## config.mk

```make
export PLATFORM = sky130hd
export DESIGN_NAME = startup_selftest_fault_report
export DESIGN_NICKNAME = d
export VERILOG_FILES = /design/src/logic/selftest_pkg.sv /design/src/logic/verify_latch.sv /design/src/logic/startup_selftest_fault_report.sv
export SDC_FILE = /design/constraint.sdc
export NUM_CORES = 1
export LEC_CHECK = 0
export BUFFER_PORTS_ARGS = -buffer_cell sky130_fd_sc_hd__buf_2
export CORE_MARGIN = 1.5
export CORE_UTILIZATION = 48
export DETAILED_ROUTE_END_ITERATION = 7
export GPL_TIMING_DRIVEN = 0
export HOLD_SLACK_MARGIN = 0.03
export PLACE_DENSITY = 0.74
export SLEW_MARGIN = 20
export SYNTH_ARGS = -nofsm -noshare
export SYNTH_HDL_FRONTEND = slang
export SYNTH_SLANG_ARGS = --single-unit
```

## constraint.sdc

```tcl
create_clock -name ref_clk -period 1.7 [get_ports ref_clk]
set_clock_uncertainty 0.1 [all_clocks]
set_input_delay 0.085 -clock ref_clk [delete_from_list [all_inputs] [get_ports ref_clk]]
set_output_delay 0.085 -clock ref_clk [all_outputs]
set_load 0.03 [all_outputs]
```

## src/logic/selftest_pkg.sv

```systemverilog
/*
 * Shared constants and carrier types for the startup self-test and fault report logic.
 * Assumes one 100 MHz clock and that all comparator inputs are synchronous to it.
 */
package selftest_pkg;

	// ****************************************************************
	// Rail indices and counts
	// ****************************************************************
	localparam int RAIL_COUNT = 5;
	localparam int RAIL_PREREG = 0;
	localparam int RAIL_UC = 1;
	localparam int RAIL_GEN5V = 2;
	localparam int RAIL_SENS1 = 3;
	localparam int RAIL_SENS2 = 4;
	localparam logic [4:0] RAILS_ALL = 5'h1F;
	localparam logic [4:0] RAILS_NONE = 5'h00;

	// ****************************************************************
	// Timing
	// ****************************************************************
	localparam int CLK_MHZ = 100;
	localparam int STEP_TIME_US = 10;
	localparam int STEP_CYCLES = STEP_TIME_US * CLK_MHZ;
	localparam int CNT_W = 12;
	localparam logic [11:0] CNT_ZERO = 12'h000;
	localparam logic [11:0] STEP_LAST = 12'(STEP_CYCLES - 1);

	// ****************************************************************
	// Verify result register 0 layout
	// ****************************************************************
	localparam int VR0_OVERTEMP_BIT = 0;
	localparam logic [7:0] VR0_RESET = 8'h00;

	// ****************************************************************
	// Sequencer states
	// ****************************************************************
	typedef enum logic [2:0] {
		ST_IDLE = 3'b000,
		ST_UV_TEST = 3'b001,
		ST_OV_TEST = 3'b010,
		ST_OT_TEST = 3'b011,
		ST_SETTLE = 3'b100,
		ST_DONE = 3'b101
	} seq_state_t;

	// ****************************************************************
	// Carrier types
	// ****************************************************************
	typedef struct packed {
		logic [4:0] uvVerify;
		logic [4:0] ovVerify;
		logic overtempVerify;
		logic uvFail;
		logic ovFail;
		logic overtempFail;
		logic testDone;
		logic enableOutputMatchOk;
	} status_t;

	typedef struct packed {
		logic [4:0] uvDiag;
		logic [4:0] ovDiag;
		logic overtempDiag;
	} detect_t;

endpackage

```

## src/logic/verify_latch.sv

```systemverilog
/*
 * One sticky verify bit, set when its diagnostic bit changes while its test is armed.
 * Assumes the diagnostic bit is synchronous to the clock.
 */
module verify_latch (
	// Clock and reset
	input wire logic ref_clk,
	input wire logic rst,
	// Control
	input wire logic armed,
	input wire logic clear,
	input wire logic diag,
	// Result
	output logic verified
);

	logic diagLast;

	always_ff @(posedge ref_clk or posedge rst) begin
		if (rst) begin
			diagLast <= 1'b0;
		end else begin
			diagLast <= diag;
		end
	end

	// A change of state seen while armed wins over a clear in the same cycle.
	always_ff @(posedge ref_clk or posedge rst) begin
		if (rst) begin
			verified <= 1'b0;
		end else if (armed && (diag != diagLast)) begin
			verified <= 1'b1;
		end else if (clear) begin
			verified <= 1'b0;
		end
	end

endmodule

```

## src/logic/startup_selftest_fault_report.sv

```systemverilog
/*
 * Startup self-test sequencer, enable combining and hardwired fault reporting.
 * Assumes detector outputs and pin feedback are synchronous to ref_clk and rst is the
 * internal power-on reset. Status leaves as plain ports for the serial interface.
 */


module startup_selftest_fault_report (
	// Clock and reset
	input wire logic ref_clk,
	input wire logic rst,
	// Enable inputs
	input wire logic logic_level_enable_in,
	input wire logic battery_level_enable_in,
	// Detector outputs from the analog monitors
	input wire selftest_pkg::detect_t detect,
	input wire logic monitorRefFail,
	input wire logic otherFault,
	// Power-on-enable demand and sensed pin level
	input wire logic powerOnEnableDemand,
	input wire logic powerOnEnableSense,
	// Host controls from the serial interface
	input wire logic sensorRail1Enable,
	input wire logic sensorRail2Enable,
	input wire logic verifyClear,
	// Stimulus and enables to the analog side
	output logic regulatorsEnable,
	output logic [4:0] uvStimulus,
	output logic [4:0] ovStimulus,
	output logic overtempStimulus,
	output logic [1:0] sensorRailEnable,
	// Fault pins and status
	output logic supply_good_reset_n,
	output logic fault_flag_n,
	output selftest_pkg::status_t status,
	output logic [7:0] verifyResult0
);

	// ****************************************************************
	// Declarations
	// ****************************************************************
	selftest_pkg::seq_state_t state;
	selftest_pkg::seq_state_t next_state;
	logic [11:0] stepCount;
	logic stepEnd;
	logic [4:0] uvVerify;
	logic [4:0] ovVerify;
	logic overtempVerify;
	logic enableOutputMatchOk;
	logic testDone;
	logic uvFail;
	logic ovFail;
	logic overtempFail;
	logic testing;
	logic realUv;
	logic realOv;
	logic next_faultFlagN;
	logic next_supplyGoodN;

	// ****************************************************************
	// Enable combining
	// ****************************************************************
	always_ff @(posedge ref_clk or posedge rst) begin
		if (rst) begin
			regulatorsEnable <= 1'b0;
		end else begin
			regulatorsEnable <= logic_level_enable_in | battery_level_enable_in;
		end
	end

	always_ff @(posedge ref_clk or posedge rst) begin
		if (rst) begin
			sensorRailEnable <= 2'h0;
		end else begin
			sensorRailEnable <= {sensorRail2Enable, sensorRail1Enable};
		end
	end

	// ****************************************************************
	// Sequencer
	// ****************************************************************
	// Each phase lasts one step; the counter restarts on every change of state.
	assign stepEnd = (stepCount == selftest_pkg::STEP_LAST);

	always_ff @(posedge ref_clk or posedge rst) begin
		if (rst) begin
			stepCount <= selftest_pkg::CNT_ZERO;
		end else if ((state != next_state) || stepEnd) begin
			stepCount <= selftest_pkg::CNT_ZERO;
		end else if (testing) begin
			stepCount <= stepCount + 12'h001;
		end
	end

	always_comb begin
		next_state = state;
		case (state)
			selftest_pkg::ST_IDLE: begin
				if (regulatorsEnable) begin
					next_state = selftest_pkg::ST_UV_TEST;
				end
			end
			selftest_pkg::ST_UV_TEST: begin
				if (stepEnd) begin
					next_state = selftest_pkg::ST_OV_TEST;
				end
			end
			selftest_pkg::ST_OV_TEST: begin
				if (stepEnd) begin
					next_state = selftest_pkg::ST_OT_TEST;
				end
			end
			selftest_pkg::ST_OT_TEST: begin
				if (stepEnd) begin
					next_state = selftest_pkg::ST_SETTLE;
				end
			end
			selftest_pkg::ST_SETTLE: begin
				if (stepEnd) begin
					next_state = selftest_pkg::ST_DONE;
				end
			end
			selftest_pkg::ST_DONE: begin
				next_state = selftest_pkg::ST_DONE;
			end
			default: begin
				next_state = selftest_pkg::ST_IDLE;
			end
		endcase
	end

	always_ff @(posedge ref_clk or posedge rst) begin
		if (rst) begin
			state <= selftest_pkg::ST_IDLE;
		end else begin
			state <= next_state;
		end
	end

	assign testing = (state == selftest_pkg::ST_UV_TEST) || (state == selftest_pkg::ST_OV_TEST)
		|| (state == selftest_pkg::ST_OT_TEST) || (state == selftest_pkg::ST_SETTLE);

	// ****************************************************************
	// Stimulus
	// ****************************************************************
	// Stimulus is taken from the next state, so it rises as its phase begins.
	// Only one kind of stimulus is ever applied at a time.
	always_ff @(posedge ref_clk or posedge rst) begin
		if (rst) begin
			uvStimulus <= selftest_pkg::RAILS_NONE;
			ovStimulus <= selftest_pkg::RAILS_NONE;
			overtempStimulus <= 1'b0;
		end else begin
			uvStimulus <= (next_state == selftest_pkg::ST_UV_TEST) ?
				selftest_pkg::RAILS_ALL : selftest_pkg::RAILS_NONE;
			ovStimulus <= (next_state == selftest_pkg::ST_OV_TEST) ?
				selftest_pkg::RAILS_ALL : selftest_pkg::RAILS_NONE;
			overtempStimulus <= (next_state == selftest_pkg::ST_OT_TEST);
		end
	end

	// ****************************************************************
	// Verify bits
	// ****************************************************************
	// Each verify bit is armed only during the phase of its own detector.
	genvar gi;
	generate
		for (gi = 0; gi < selftest_pkg::RAIL_COUNT; gi++) begin : gRail
			verify_latch uUv (
				.ref_clk(ref_clk),
				.rst(rst),
				.armed(state == selftest_pkg::ST_UV_TEST),
				.clear(verifyClear),
				.diag(detect.uvDiag[gi]),
				.verified(uvVerify[gi])
			);
			verify_latch uOv (
				.ref_clk(ref_clk),
				.rst(rst),
				.armed(state == selftest_pkg::ST_OV_TEST),
				.clear(verifyClear),
				.diag(detect.ovDiag[gi]),
				.verified(ovVerify[gi])
			);
		end
	endgenerate

	verify_latch uOt (
		.ref_clk(ref_clk),
		.rst(rst),
		.armed(state == selftest_pkg::ST_OT_TEST),
		.clear(verifyClear),
		.diag(detect.overtempDiag),
		.verified(overtempVerify)
	);

	// ****************************************************************
	// Results
	// ****************************************************************
	always_ff @(posedge ref_clk or posedge rst) begin
		if (rst) begin
			testDone <= 1'b0;
			uvFail <= 1'b0;
			ovFail <= 1'b0;
			overtempFail <= 1'b0;
		end else if ((state == selftest_pkg::ST_SETTLE) && stepEnd) begin
			// The verdict is taken once, after the last response has settled.
			testDone <= 1'b1;
			uvFail <= (uvVerify != selftest_pkg::RAILS_ALL);
			ovFail <= (ovVerify != selftest_pkg::RAILS_ALL);
			overtempFail <= ~overtempVerify;
		end
	end

	// The match bit starts high so that reset alone raises no fault.
	always_ff @(posedge ref_clk or posedge rst) begin
		if (rst) begin
			enableOutputMatchOk <= 1'b1;
		end else begin
			enableOutputMatchOk <= (powerOnEnableSense == powerOnEnableDemand);
		end
	end

	always_ff @(posedge ref_clk or posedge rst) begin
		if (rst) begin
			status <= '0;
			verifyResult0 <= selftest_pkg::VR0_RESET;
		end else begin
			status.uvVerify <= uvVerify;
			status.ovVerify <= ovVerify;
			status.overtempVerify <= overtempVerify;
			status.uvFail <= uvFail;
			status.ovFail <= ovFail;
			status.overtempFail <= overtempFail;
			status.testDone <= testDone;
			status.enableOutputMatchOk <= enableOutputMatchOk;
			verifyResult0 <= selftest_pkg::VR0_RESET;
			verifyResult0[selftest_pkg::VR0_OVERTEMP_BIT] <= overtempVerify;
		end
	end

	// ****************************************************************
	// Fault pins
	// ****************************************************************
	assign realUv = testDone && (detect.uvDiag != selftest_pkg::RAILS_NONE);
	assign realOv = testDone && (detect.ovDiag != selftest_pkg::RAILS_NONE);

	// Supply good stays low until the self-test has finished, whether it passed or failed.
	always_comb begin
		next_supplyGoodN = 1'b1;
		if (testDone && (detect.uvDiag[selftest_pkg::RAIL_UC] || detect.ovDiag[selftest_pkg::RAIL_UC])) begin
			next_supplyGoodN = 1'b0;
		end
		if (!testDone) begin
			next_supplyGoodN = 1'b0;
		end
	end

	// Undervoltage and overvoltage detector trips count as faults only once the self-test has finished.
	always_comb begin
		next_faultFlagN = 1'b1;
		if (realUv || realOv || otherFault || monitorRefFail) begin
			next_faultFlagN = 1'b0;
		end
		if (state == selftest_pkg::ST_OT_TEST) begin
			next_faultFlagN = 1'b0;
		end
		if (!enableOutputMatchOk) begin
			next_faultFlagN = 1'b0;
		end
		if (testDone && (uvFail || ovFail || overtempFail)) begin
			next_faultFlagN = 1'b0;
		end
	end

	always_ff @(posedge ref_clk or posedge rst) begin
		if (rst) begin
			supply_good_reset_n <= 1'b0;
			fault_flag_n <= 1'b1;
		end else begin
			supply_good_reset_n <= next_supplyGoodN;
			fault_flag_n <= next_faultFlagN;
		end
	end

endmodule

```

==> impl_metrics.yaml, run 1 <==
cts:
  cts_buffers: 9
  clock_sink_count: 66
  clock_tree_from_tritoncts: "done"
  cts-root-buf: "sky130_fd_sc_hd__clkbuf_8"
  cts_max_path_buffers: 2
  htree_num_levels: 3
  clock_latency_ps: 350
  cts.clk_slew.worst_paths_ps: 80
sta:
  rsz0062_at_grt: "true"
  fmax_mhz: 604.8
  tightest_slew_ps: 672.0
  period_share: 0.9726
  maxSlewViolCount: 0
  timing.final.setup_violations: 0
  min_period_ps: 1653
  worst_slew_margin_rel: 0.5511
  hold_viol_final: 0
  timing.setup.tns_ps: 0
power_and_ir_drop:
  vdd_drop_max_mv: 0.5283
  power.leakage_nw: 1.758
  power_per_cell_area_nw_per_um2: 1005
  total_power_mw: 3.754
floorplan:
  placementRows: 27
  fp.coreArea_um2: 5473
  vertical_extent_of_the_die_um: 78.19
  pin_count: 62
  initial_core_util: 0.4959
  die-area_um2: 6114
  die_width_um: 78.19
route:
  detailedRoute.firstPassIterationCount: 4
  aggregate_routed_wire_length_mm: 5.673
  drt-vias-per-instance: 4.978
  detailroute.via_count: 2081
  post_drt_wl_per_cell_um: 13.57
  drt_first_iter_violations: 161
  antenna_violating_nets_post_route: 0
  number_of_design_rule_violations_left_after_detail_routing: 0
critical_path:
  worstSetupEndpointType: "flop"
  worstSetupPathType: "reg2reg"
  setup.worst_path.start_class: "flop"
  timing.critical_path.required_ps: 1860
  worst_path_max_delay_cell: "sky130_fd_sc_hd__or4_1"
  timing.reg2reg.setup_slack_ps: 50
  timing.critical_path.arrival_ps: 1820
  crit_path_max_fanout: 7
  path_cells: "buf_6 > o21ai_4 > nand3_2 > or4_1 > a21oi_1"
  cp_slowest_stage_delay_ps: 480
synth:
  synth_sequential_area_ratio: 0.6095
  yosys.cell_types.count: 41
  synth_edf_count: 0
  post_synth_inst_count: 232
  synth-main-ff-cell: "sky130_fd_sc_hd__dfrtp_1"
  synth.largest_area_cell: "sky130_fd_sc_hd__dfrtp_1"
  seq_cells_post_synth: 66
  mappedNetlistArea_um2: 2714
  synthDominantCellAreaShare: 0.5901
  synth_top_cells_by_area: "sky130_fd_sc_hd__dfrtp_1 (59%), sky130_fd_sc_hd__buf_4 (4.7%), sky130_fd_sc_hd__xnor2_1 (4.5%), sky130_fd_sc_hd__o22ai_1 (2.5%), sky130_fd_sc_hd__dfstp_2 (1.9%)"
  async_flop_share: 1.000
  yosys_warnings: 0
  synthesis.area_per_instance_um2: 11.70
placement:
  hpwlAfterDp_mm: 3.587
  port_buffers: 54
  routabilityCongestion: 0.7766
  placedCellCount: 365
finish:
  n_fill_cell: 409
  layout.nets: 364
  fin_cells: 418
  final_layout_size_suffix_gt1_frac: 0.3728
  finish.utilization: 0.6827
  leading_cell_type_in_the_layout_fill_and_taps_excluded: "sky130_fd_sc_hd__dfrtp_1"
  antenna_cells: 0
  layout_common_cells: "sky130_fd_sc_hd__dfrtp_1 (59), sky130_fd_sc_hd__buf_2 (54), sky130_fd_sc_hd__buf_4 (32), sky130_fd_sc_hd__dlygate4sd3_1 (21), sky130_fd_sc_hd__xnor2_1 (14)"
  area.growth.synth_to_final_pct: 37.67
grt:
  antenna_found_initial: 0
  grt_first_pass_wirelength_mm: 8.645
  grt_max_degree: 36
  grt_use_total: 0.1863
  global_route_total_overflow: 0
  first_global_vias: 1855
run_status:
  status: "finished clean"
worst_hold_path:
  min-delay-path-class: "in2async"
flow_run:
  max_cap_viol_count: 0
sequential cells by signal, indices dropped and copies added (netlist names), 2 cells and up:
register,cells
status,15
gRail.uUv.verified,5
stepCount,12
gRail.uOv.verified,5
gRail.uUv.diagLast,5
state,3
gRail.uOv.diagLast,5
sensorRailEnable,2
critical path, delay by kind of cell, from the launching register on:
family                 cells  cell delay (ps)
AOI/OAI and AO/OA          2              360
and+or+nand+nor            2              620
DFF                        1              370
buffers and inverters      1              130
where the power goes:
| group | switching (mW) | leakage, nW | internal [mW] |
|---|---|---|---|
| sequential | 0.158 | 0.818 | 1.70 |
| combinational | 0.285 | 0.838 | 0.255 |
| clock | 0.593 | 0.103 | 0.758 |
what timing repair did:
item,in CTS,in global routing
cloned,0,1
hold endpoints to repair,58,0
setup endpoints to repair,19,13
hold buffers,21,0
gates resized for setup,12,13
pin swaps,4,7
buffers inserted,5,10
per-layer routing:
| layer | wire length (um) | GRT usage |
|---|---|---|
| met5 | 0 | 0 |
| met4 | 135 | 0.1054 |
| met3 | 251 | 0.03488 |
| met2 | 2703 | 0.2896 |
| met1 | 2583 | 0.2463 |
cells by family (layout without fill, tap and decap cells):
kind of cell	after synthesis	in the layout	synth area share
AND/OR/NAND/NOR	69	69	0.1489
AO/OA/AOI/OAI	40	40	0.09544
multiplexers	1	1	0.003688
buffers and inverters	35	143	0.07514
other	1	7	0.001382
flip-flops	66	66	0.6095
adder cells (fa/ha/maj)	1	1	0.004610
XOR/XNOR	19	19	0.06132
stage by stage:
| stage | hold WS, ps | cell area [um^2] | worst slack, ps |
|---|---|---|---|
| after floorplan | 16.43 | 2740 | 8.871 |
| after global routing | 285.2 | 3736 | -18.85 |
| after detailed placement | 98.05 | 3120 | -200.3 |
| final | 277.0 | 3736 | 46.52 |
| after global placement | 97.34 | 3100 | -154.4 |
| after CTS | 282.7 | 3612 | 3.751 |
area by class of cell:
class                   count  area (um^2)  share of cell area
plain buffers              23        165.2             0.04421
clock buffers              12        155.1             0.04153
clock inverters             4        51.30             0.01373
inverters                  12        48.80             0.01306
multi-input cells         137        940.9              0.2518
flip-flops and latches     66         1660              0.4444
well taps                  72        90.09             0.02411
repair buffers             92        624.3              0.1671
cell usage after synthesis (2+ instances only):
cell and n:
sky130_fd_sc_hd__a21o_1 2, sky130_fd_sc_hd__a21oi_1 9, sky130_fd_sc_hd__a31oi_1 3, sky130_fd_sc_hd__and2_1 2, sky130_fd_sc_hd__and3_1 2, sky130_fd_sc_hd__and4_1 3, sky130_fd_sc_hd__buf_4 17, sky130_fd_sc_hd__clkbuf_1 4
sky130_fd_sc_hd__dfrtp_1 64, sky130_fd_sc_hd__dfstp_2 2, sky130_fd_sc_hd__inv_1 12, sky130_fd_sc_hd__nand2_1 10, sky130_fd_sc_hd__nand2b_1 4, sky130_fd_sc_hd__nand3_1 6, sky130_fd_sc_hd__nand4_1 7, sky130_fd_sc_hd__nor2_1 12
sky130_fd_sc_hd__nor3_1 5, sky130_fd_sc_hd__nor3b_1 4, sky130_fd_sc_hd__nor4_1 2, sky130_fd_sc_hd__o21a_1 2, sky130_fd_sc_hd__o21ai_0 4, sky130_fd_sc_hd__o21ba_2 2, sky130_fd_sc_hd__o22ai_1 11, sky130_fd_sc_hd__o31ai_1 4
sky130_fd_sc_hd__or3_1 3, sky130_fd_sc_hd__or4_1 4, sky130_fd_sc_hd__xnor2_1 14, sky130_fd_sc_hd__xor2_1 5
worst paths after layout:
path	from	to	cells past startpoint
min in group ref_clk	gRail[4].uUv.verified$_DFFE_PP0P_	status[15]$_DFF_PP0_	0
min reg2reg	gRail[4].uUv.verified$_DFFE_PP0P_	status[15]$_DFF_PP0_	0
max in group asynchronous	rst	fault_flag_n$_DFF_PP1_	4
max	state[0]$_DFF_PP0_	stepCount[10]$_DFFE_PP0P_	5
min	rst	status[6]$_DFF_PP0_	3
max reg2reg	state[0]$_DFF_PP0_	stepCount[10]$_DFFE_PP0P_	5
Note: power is estimated with default switching activity, not from simulation.
==> run 2, diff against run 1 <==
Settings changed: ABC_AREA set to 1, BUFFER_PORTS_ARGS -buffer_cell sky130_fd_sc_hd__buf_2 to -buffer_cell sky130_fd_sc_hd__buf_4, CELL_PAD_IN_SITES_DETAIL_PLACEMENT set to 0, CELL_PAD_IN_SITES_GLOBAL_PLACEMENT set to 2, CORE_UTILIZATION 48 to 30, PLACE_DENSITY 0.74 to 0.73.
==> impl_metrics.yaml, run 2 <==
cts:
  clock_sink_count: 66
  cts_buffers: 9
  cts_max_path_buffers: 2
  clock_tree_from_tritoncts: "done"
  cts-root-buf: "sky130_fd_sc_hd__clkbuf_8"
  clock_latency_ps: 350
  cts.clk_slew.worst_paths_ps: 80
  htree_num_levels: 3
placement:
  placement.setup.worst_slack_ps: 68.75
  routabilityCongestion: 0.7626
  placedCellCount: 431
  postPlaceCellArea_um2: 3379
  port_buffers: 54
  hpwlAfterDp_mm: 4.341
synth:
  synth.largest_area_cell: "sky130_fd_sc_hd__dfrtp_1"
  synth_sequential_area_ratio: 0.5982
  mappedNetlistArea_um2: 2765
  synthDominantCellAreaShare: 0.5792
  yosys_warnings: 0
  synth_top_cells_by_area: "sky130_fd_sc_hd__dfrtp_1 (58%), sky130_fd_sc_hd__buf_4 (4.3%), sky130_fd_sc_hd__nand2_1 (4.2%), sky130_fd_sc_hd__xnor2_1 (3.8%), sky130_fd_sc_hd__nor2_1 (3.3%)"
  post_synth_inst_count: 261
  async_flop_share: 1.000
  synth_commonest_cells: "sky130_fd_sc_hd__dfrtp_1 (64), sky130_fd_sc_hd__nand2_1 (31), sky130_fd_sc_hd__nor2_1 (24)"
  synth_most_common_cell: "sky130_fd_sc_hd__dfrtp_1"
  synth_edf_count: 0
  synthesis.area_per_instance_um2: 10.59
  seq_cells_post_synth: 66
  synth-main-ff-cell: "sky130_fd_sc_hd__dfrtp_1"
  yosys.cell_types.count: 36
route:
  detailedRoute.firstPassIterationCount: 6
  drt-vias-per-instance: 4.318
  antenna_violating_nets_post_route: 0
  detailroute.via_count: 2021
  aggregate_routed_wire_length_mm: 6.067
  post_drt_wl_per_cell_um: 12.96
  number_of_design_rule_violations_left_after_detail_routing: 5
  drt_first_iter_violations: 69
sta:
  whs_ps: 224.6
  maxSlewViolCount: 0
  fmax_mhz: 626.9
  min_period_ps: 1595
  timing.setup.tns_ps: 0
  hold_viol_final: 0
  timing.final.setup_violations: 0
  timing.final.ws_setup_ps: 104.8
  rsz0062_at_grt: "false"
  worst_slew_margin_rel: 0.6540
  period_share: 0.9384
  tightest_slew_ps: 519.0
worst_hold_path:
  min-delay-path-class: "in2async"
power_and_ir_drop:
  pwr-share-clk: 0.326
  internal-power_mw: 2.590
  vdd_drop_max_mv: 0.4080
  total_power_mw: 3.830
  power_per_cell_area_nw_per_um2: 1012
  p_seq_frac: 0.481
  power.leakage_nw: 1.801
  swShare: 0.3237
  power.net_switching_mw: 1.240
  combinational_group_share_of_total_power: 0.193
critical_path:
  path_cells: "ha_1 > nand2_1 > nor2_2 > nand3_4 > o221ai_4 > buf_6 > a21oi_1"
  worstSetupPathType: "reg2reg"
  cp_slowest_stage_delay_ps: 380
  crit_path_max_fanout: 10
  setup.worst_path.start_class: "flop"
  timing.critical_path.arrival_ps: 1770
  timing.reg2reg.setup_slack_ps: 100
  worst_setup_path_startpoint: "stepCount[0]$_DFFE_PP0P_"
  rr_startpoint: "stepCount[0]$_DFFE_PP0P_"
  worstSetupEndpointType: "flop"
  timing.critical_path.required_ps: 1870
  worst_path_max_delay_cell: "sky130_fd_sc_hd__dfrtp_1"
flow_run:
  max_cap_viol_count: 0
floorplan:
  pin_count: 62
  initial_core_util: 0.3140
  die_width_um: 99.01
  vertical_extent_of_the_die_um: 99.01
  fp.coreArea_um2: 8806
  placementRows: 34
  die-area_um2: 9802
grt:
  gr_busiest_metal: "met2"
  use_met3: 0.04468
  grt_use_total: 0.1346
  antenna_found_initial: 0
  grt_util_met2: 0.1968
  grt_max_degree: 34
  grt_first_pass_wirelength_mm: 10.13
  global_route_total_overflow: 0
  groute.layer.met1.usage: 0.1860
  first_global_vias: 2031
finish:
  largest-register: "status"
  finish.utilization: 0.4300
  fin_area_um2: 3786
  area.growth.synth_to_final_pct: 36.92
  layout.nets: 378
  largest_register_ff_count: 15
  leading_cell_type_in_the_layout_fill_and_taps_excluded: "sky130_fd_sc_hd__buf_4"
  fin_cells: 468
  reg_top3: "status: 15 flops, stepCount: 12 flops"
  final_layout_size_suffix_gt1_frac: 0.3361
  antenna_cells: 0
  layout_common_cells: "sky130_fd_sc_hd__buf_4 (70), sky130_fd_sc_hd__dfrtp_1 (64), sky130_fd_sc_hd__nand2_1 (31), sky130_fd_sc_hd__nor2_1 (24)"
run_status:
  violated_checks: "design-rule violations"
  status: "finished, violations left"
run 2: cells by family (layout without fill, tap and decap cells):
group                      Yosys count  in the layout  synth area share
AOI/OAI and AO/OA                   26             26           0.05792
other                                1              7          0.001356
adders and majority gates            1              1          0.004524
buffers and inverters               48            141           0.09276
and+or+nand+nor                    101            101            0.1882
DFF                                 66             66            0.5982
xor gates and xnor gates            18             18           0.05701
run 2: path summary, 6_finish.rpt:
check | endpoint | cells after the start
min in group ref_clk | status[7]$_DFF_PP0_ | 0
min reg2reg | status[7]$_DFF_PP0_ | 0
min | gRail[2].uUv.verified$_DFFE_PP0P_ | 3
max reg2reg | stepCount[7]$_DFFE_PP0P_ | 7
max in group asynchronous | enableOutputMatchOk$_DFF_PP1_ | 4
max | stepCount[7]$_DFFE_PP0P_ | 7
run 2: routing by layer:
metal / vias up / part of all wire / routed length [um]
met5: - / 0 / 0
met4: 0 / 0.011 / 68
met3: 6 / 0.048 / 291
met2: 57 / 0.45 / 2703
met1: 946 / 0.50 / 3004
li1: 1012 / - / -
run 2: power groups by stage:
| stage | logic (mW) | registers [mW] | clock network, mW |
|---|---|---|---|
| 4_1_cts | 0.749 | 1.84 | 1.29 |
| 5_1_grt | 0.826 | 1.86 | 1.37 |
| 3_3_place_gp | 0.691 | 1.87 | 0 |
| 3_5_place_dp | 0.706 | 1.87 | 0 |
| 6_report | 0.739 | 1.84 | 1.25 |
| 2_1_floorplan | 0.465 | 1.89 | 0 |
run 2: area by class of cell:
| type | instances | area, um^2 |
|---|---|---|
| tap | 108 | 135.1 |
| multi-input combinational | 153 | 888.4 |
| sequential | 66 | 1654 |
| fill | 867 | 5020 |
| buffer | 20 | 151.4 |
| clock buffer | 9 | 123.9 |
| clock inverter | 7 | 61.31 |
| timing repair buffer | 77 | 663.1 |
| inverter | 28 | 108.9 |
run 2: worst max-delay path: cells and delay by family (launching register included):
| family | cells | cell delay [ps] |
|---|---|---|
| AO/OA/AOI/OAI | 2 | 270 |
| AND/OR/NAND/NOR | 3 | 350 |
| adder cells (fa/ha/maj) | 1 | 240 |
| flip-flops | 1 | 380 |
| buffers and inverters | 1 | 180 |
run 2: repair_timing:
item / in CTS / in global routing
hold endpoints to repair: 93 / 0
setup buffers: 0 / 0
gates resized for setup: 0 / 1
hold buffers: 21 / 0
setup endpoints to repair: 0 / 1
==> run 3, diff against run 2 <==
Settings changed: ABC_AREA 1 to unset, CORE_UTILIZATION 30 to 31, PLACE_DENSITY 0.73 to 0.74, RECOVER_POWER set to 100.
==> impl_metrics.yaml, run 3 (synthesized netlist as in run 1, its figures left out) <==
run_status:
  status: "finished clean"
power_and_ir_drop:
  power.net_switching_mw: 1.090
  internal-power_mw: 2.796
  p_seq_frac: 0.480
  swShare: 0.2804
  power.leakage_nw: 1.623
  pwr-share-clk: 0.382
  combinational_group_share_of_total_power: 0.137
  vdd_drop_max_mv: 0.4597
  power_per_cell_area_nw_per_um2: 1040
critical_path:
  worst_setup_path_startpoint: "state[1]$_DFF_PP0_"
  crit_path_max_fanout: 7
  path_cells: "or3_4 > buf_6 > nand4_4 > buf_4 > nor3_1 > o21ba_2"
  setup.worst_path.start_class: "flop"
  timing.reg2reg.setup_slack_ps: 50
  worst_path_max_delay_cell: "sky130_fd_sc_hd__dfrtp_2"
  timing.critical_path.required_ps: 1830
  worst_r2r_endpoint: "stepCount[7]$_DFFE_PP0P_"
  endpoint: "stepCount[7]$_DFFE_PP0P_"
  timing.critical_path.arrival_ps: 1780
  worstSetupPathType: "reg2reg"
  worstSetupEndpointType: "flop"
  rr_startpoint: "state[1]$_DFF_PP0_"
  reg2reg_depth: 6
  cp_slowest_stage_delay_ps: 460
cts:
  clock_tree_from_tritoncts: "done"
  cts_max_path_buffers: 2
  htree_num_levels: 3
  cts-root-buf: "sky130_fd_sc_hd__clkbuf_8"
  clock_latency_ps: 340
  cts.clk_slew.worst_paths_ps: 80
  cts_buffers: 9
  clock_sink_count: 66
placement:
  routabilityCongestion: 0.7498
  port_buffers: 54
  postPlaceCellArea_um2: 3324
  hpwlAfterDp_mm: 4.146
  placement.setup.worst_slack_ps: -285.2
route:
  detailedRoute.firstPassIterationCount: 4
  drt_first_iter_violations: 70
  drt-vias-per-instance: 4.533
  aggregate_routed_wire_length_mm: 5.983
  detailroute.via_count: 2031
  post_drt_wl_per_cell_um: 13.35
  antenna_violating_nets_post_route: 0
  number_of_design_rule_violations_left_after_detail_routing: 0
floorplan:
  placementRows: 33
  die_width_um: 96.57
  fp.coreArea_um2: 8341
  initial_core_util: 0.3254
  vertical_extent_of_the_die_um: 96.57
  die-area_um2: 9325
  pin_count: 62
finish:
  n_fill_cell: 856
  area.growth.synth_to_final_pct: 37.62
  largest_register_ff_count: 15
  leading_cell_type_in_the_layout_fill_and_taps_excluded: "sky130_fd_sc_hd__dfrtp_1"
  final_layout_size_suffix_gt1_frac: 0.2536
  largest-register: "status"
  fin_area_um2: 3735
  layout_common_cells: "sky130_fd_sc_hd__dfrtp_1 (59), sky130_fd_sc_hd__clkbuf_1 (46), sky130_fd_sc_hd__buf_4 (32), sky130_fd_sc_hd__dlygate4sd3_1 (21), sky130_fd_sc_hd__xnor2_1 (14)"
  layout.nets: 361
  reg_top3: "status: 15 flops, stepCount: 12 flops"
  antenna_cells: 0
flow_run:
  max_cap_viol_count: 0
grt:
  grt_max_degree: 33
  grt_use_total: 0.1414
  antenna_found_initial: 0
  first_global_vias: 2032
  global_route_total_overflow: 0
  grt_first_pass_wirelength_mm: 9.963
sta:
  timing.final.setup_violations: 0
  rsz0062_at_grt: "true"
  period_share: 0.9722
  fmax_mhz: 605.1
  min_period_ps: 1653
  timing.final.ws_setup_ps: 47.25
  tightest_slew_ps: 720.0
  worst_slew_margin_rel: 0.5174
  hold_viol_final: 0
  timing.setup.tns_ps: 0
  maxSlewViolCount: 0
worst_hold_path:
  min-delay-path-class: "reg2reg"
==> run 3: cell count changes in the layout (fill, tap and decap cells not counted), sizes merged, moves of 4 or more <==
cell,change
o31ai,+4
nand2,-26
or4,+4
nand2b,+4
inv,-17
nor3b,+4
nand3,-9
clkbuf,+56
nor2,-20
buf,-41
==> run 3: how the worst min path moves through the flow <==
stage	from	endpoint	slack (ps)	cells after the start
6_report	gRail[2].uOv.verified$_DFFE_PP0P_	status[8]$_DFF_PP0_	270	0
5_1_grt	gRail[1].uUv.verified$_DFFE_PP0P_	status[12]$_DFF_PP0_	290	0
4_1_cts	rst	status[9]$_DFF_PP0_	210	3
3_5_place_dp	rst	status[9]$_DFF_PP0_	30	2
3_3_place_gp	sensorRail2Enable	sensorRailEnable[1]$_DFF_PP0_	100	1
2_1_floorplan	detect[1]	gRail[0].uOv.diagLast$_DFF_PP0_	20	0
==> run 3: final cells by class <==
type	instances	area, um^2	area share
buffer	23	166.4	0.04456
clock buffer	9	123.9	0.03317
clock inverter	7	100.1	0.02680
inverter	12	46.29	0.01240
multi-input combinational	137	949.7	0.2543
sequential	66	1660	0.4446
tap	105	131.4	0.03518
timing repair buffer	89	556.8	0.1491
==> run 3: stage by stage <==
stage                       util  instances  hold slack, ps  total power, mW
after detailed placement  0.3986        399           27.16            2.337
after global placement    0.3929        397           95.73            2.308
after global routing      0.4478        448           289.6            4.075
after floorplan                -        238           16.43            2.146
final                     0.4478        448           272.0            3.886
after CTS                 0.4622        442           208.5            3.931
==> run 3: routing by layer <==
layer  wire length, um  vias to the layer above  track usage
met5                 0                        -            0
met4               121                        0      0.06522
met3               232                        9      0.02504
met2              2739                       47       0.2185
met1              2889                      966       0.1925
li1                  -                     1009            -
==> run 3: worst max-delay path: cells and delay by family (launching register included) <==
kind                   cells  cell delay [ps]
DFF                        1              460
and+or+nand+nor            3              520
AOI/OAI and AO/OA          1              190
buffers and inverters      2              270
==> run 3: repair_timing <==
item                                    4_1_cts  5_1_grt
hold buffers                                 21        0
endpoints found under the setup margin       20       13
pin swaps                                     6        9
cloned                                        1        0
resized for setup                            15       13
endpoints found under the hold margin        92        0
setup buffers                                 5        6
==> run 3: power groups by stage <==
stage	clock, mW	combinational [mW]	sequential, mW
2_1_floorplan	0	0.274	1.87
3_3_place_gp	0	0.445	1.86
3_5_place_dp	0	0.468	1.87
4_1_cts	1.52	0.548	1.86
5_1_grt	1.59	0.592	1.89
6_report	1.49	0.534	1.87
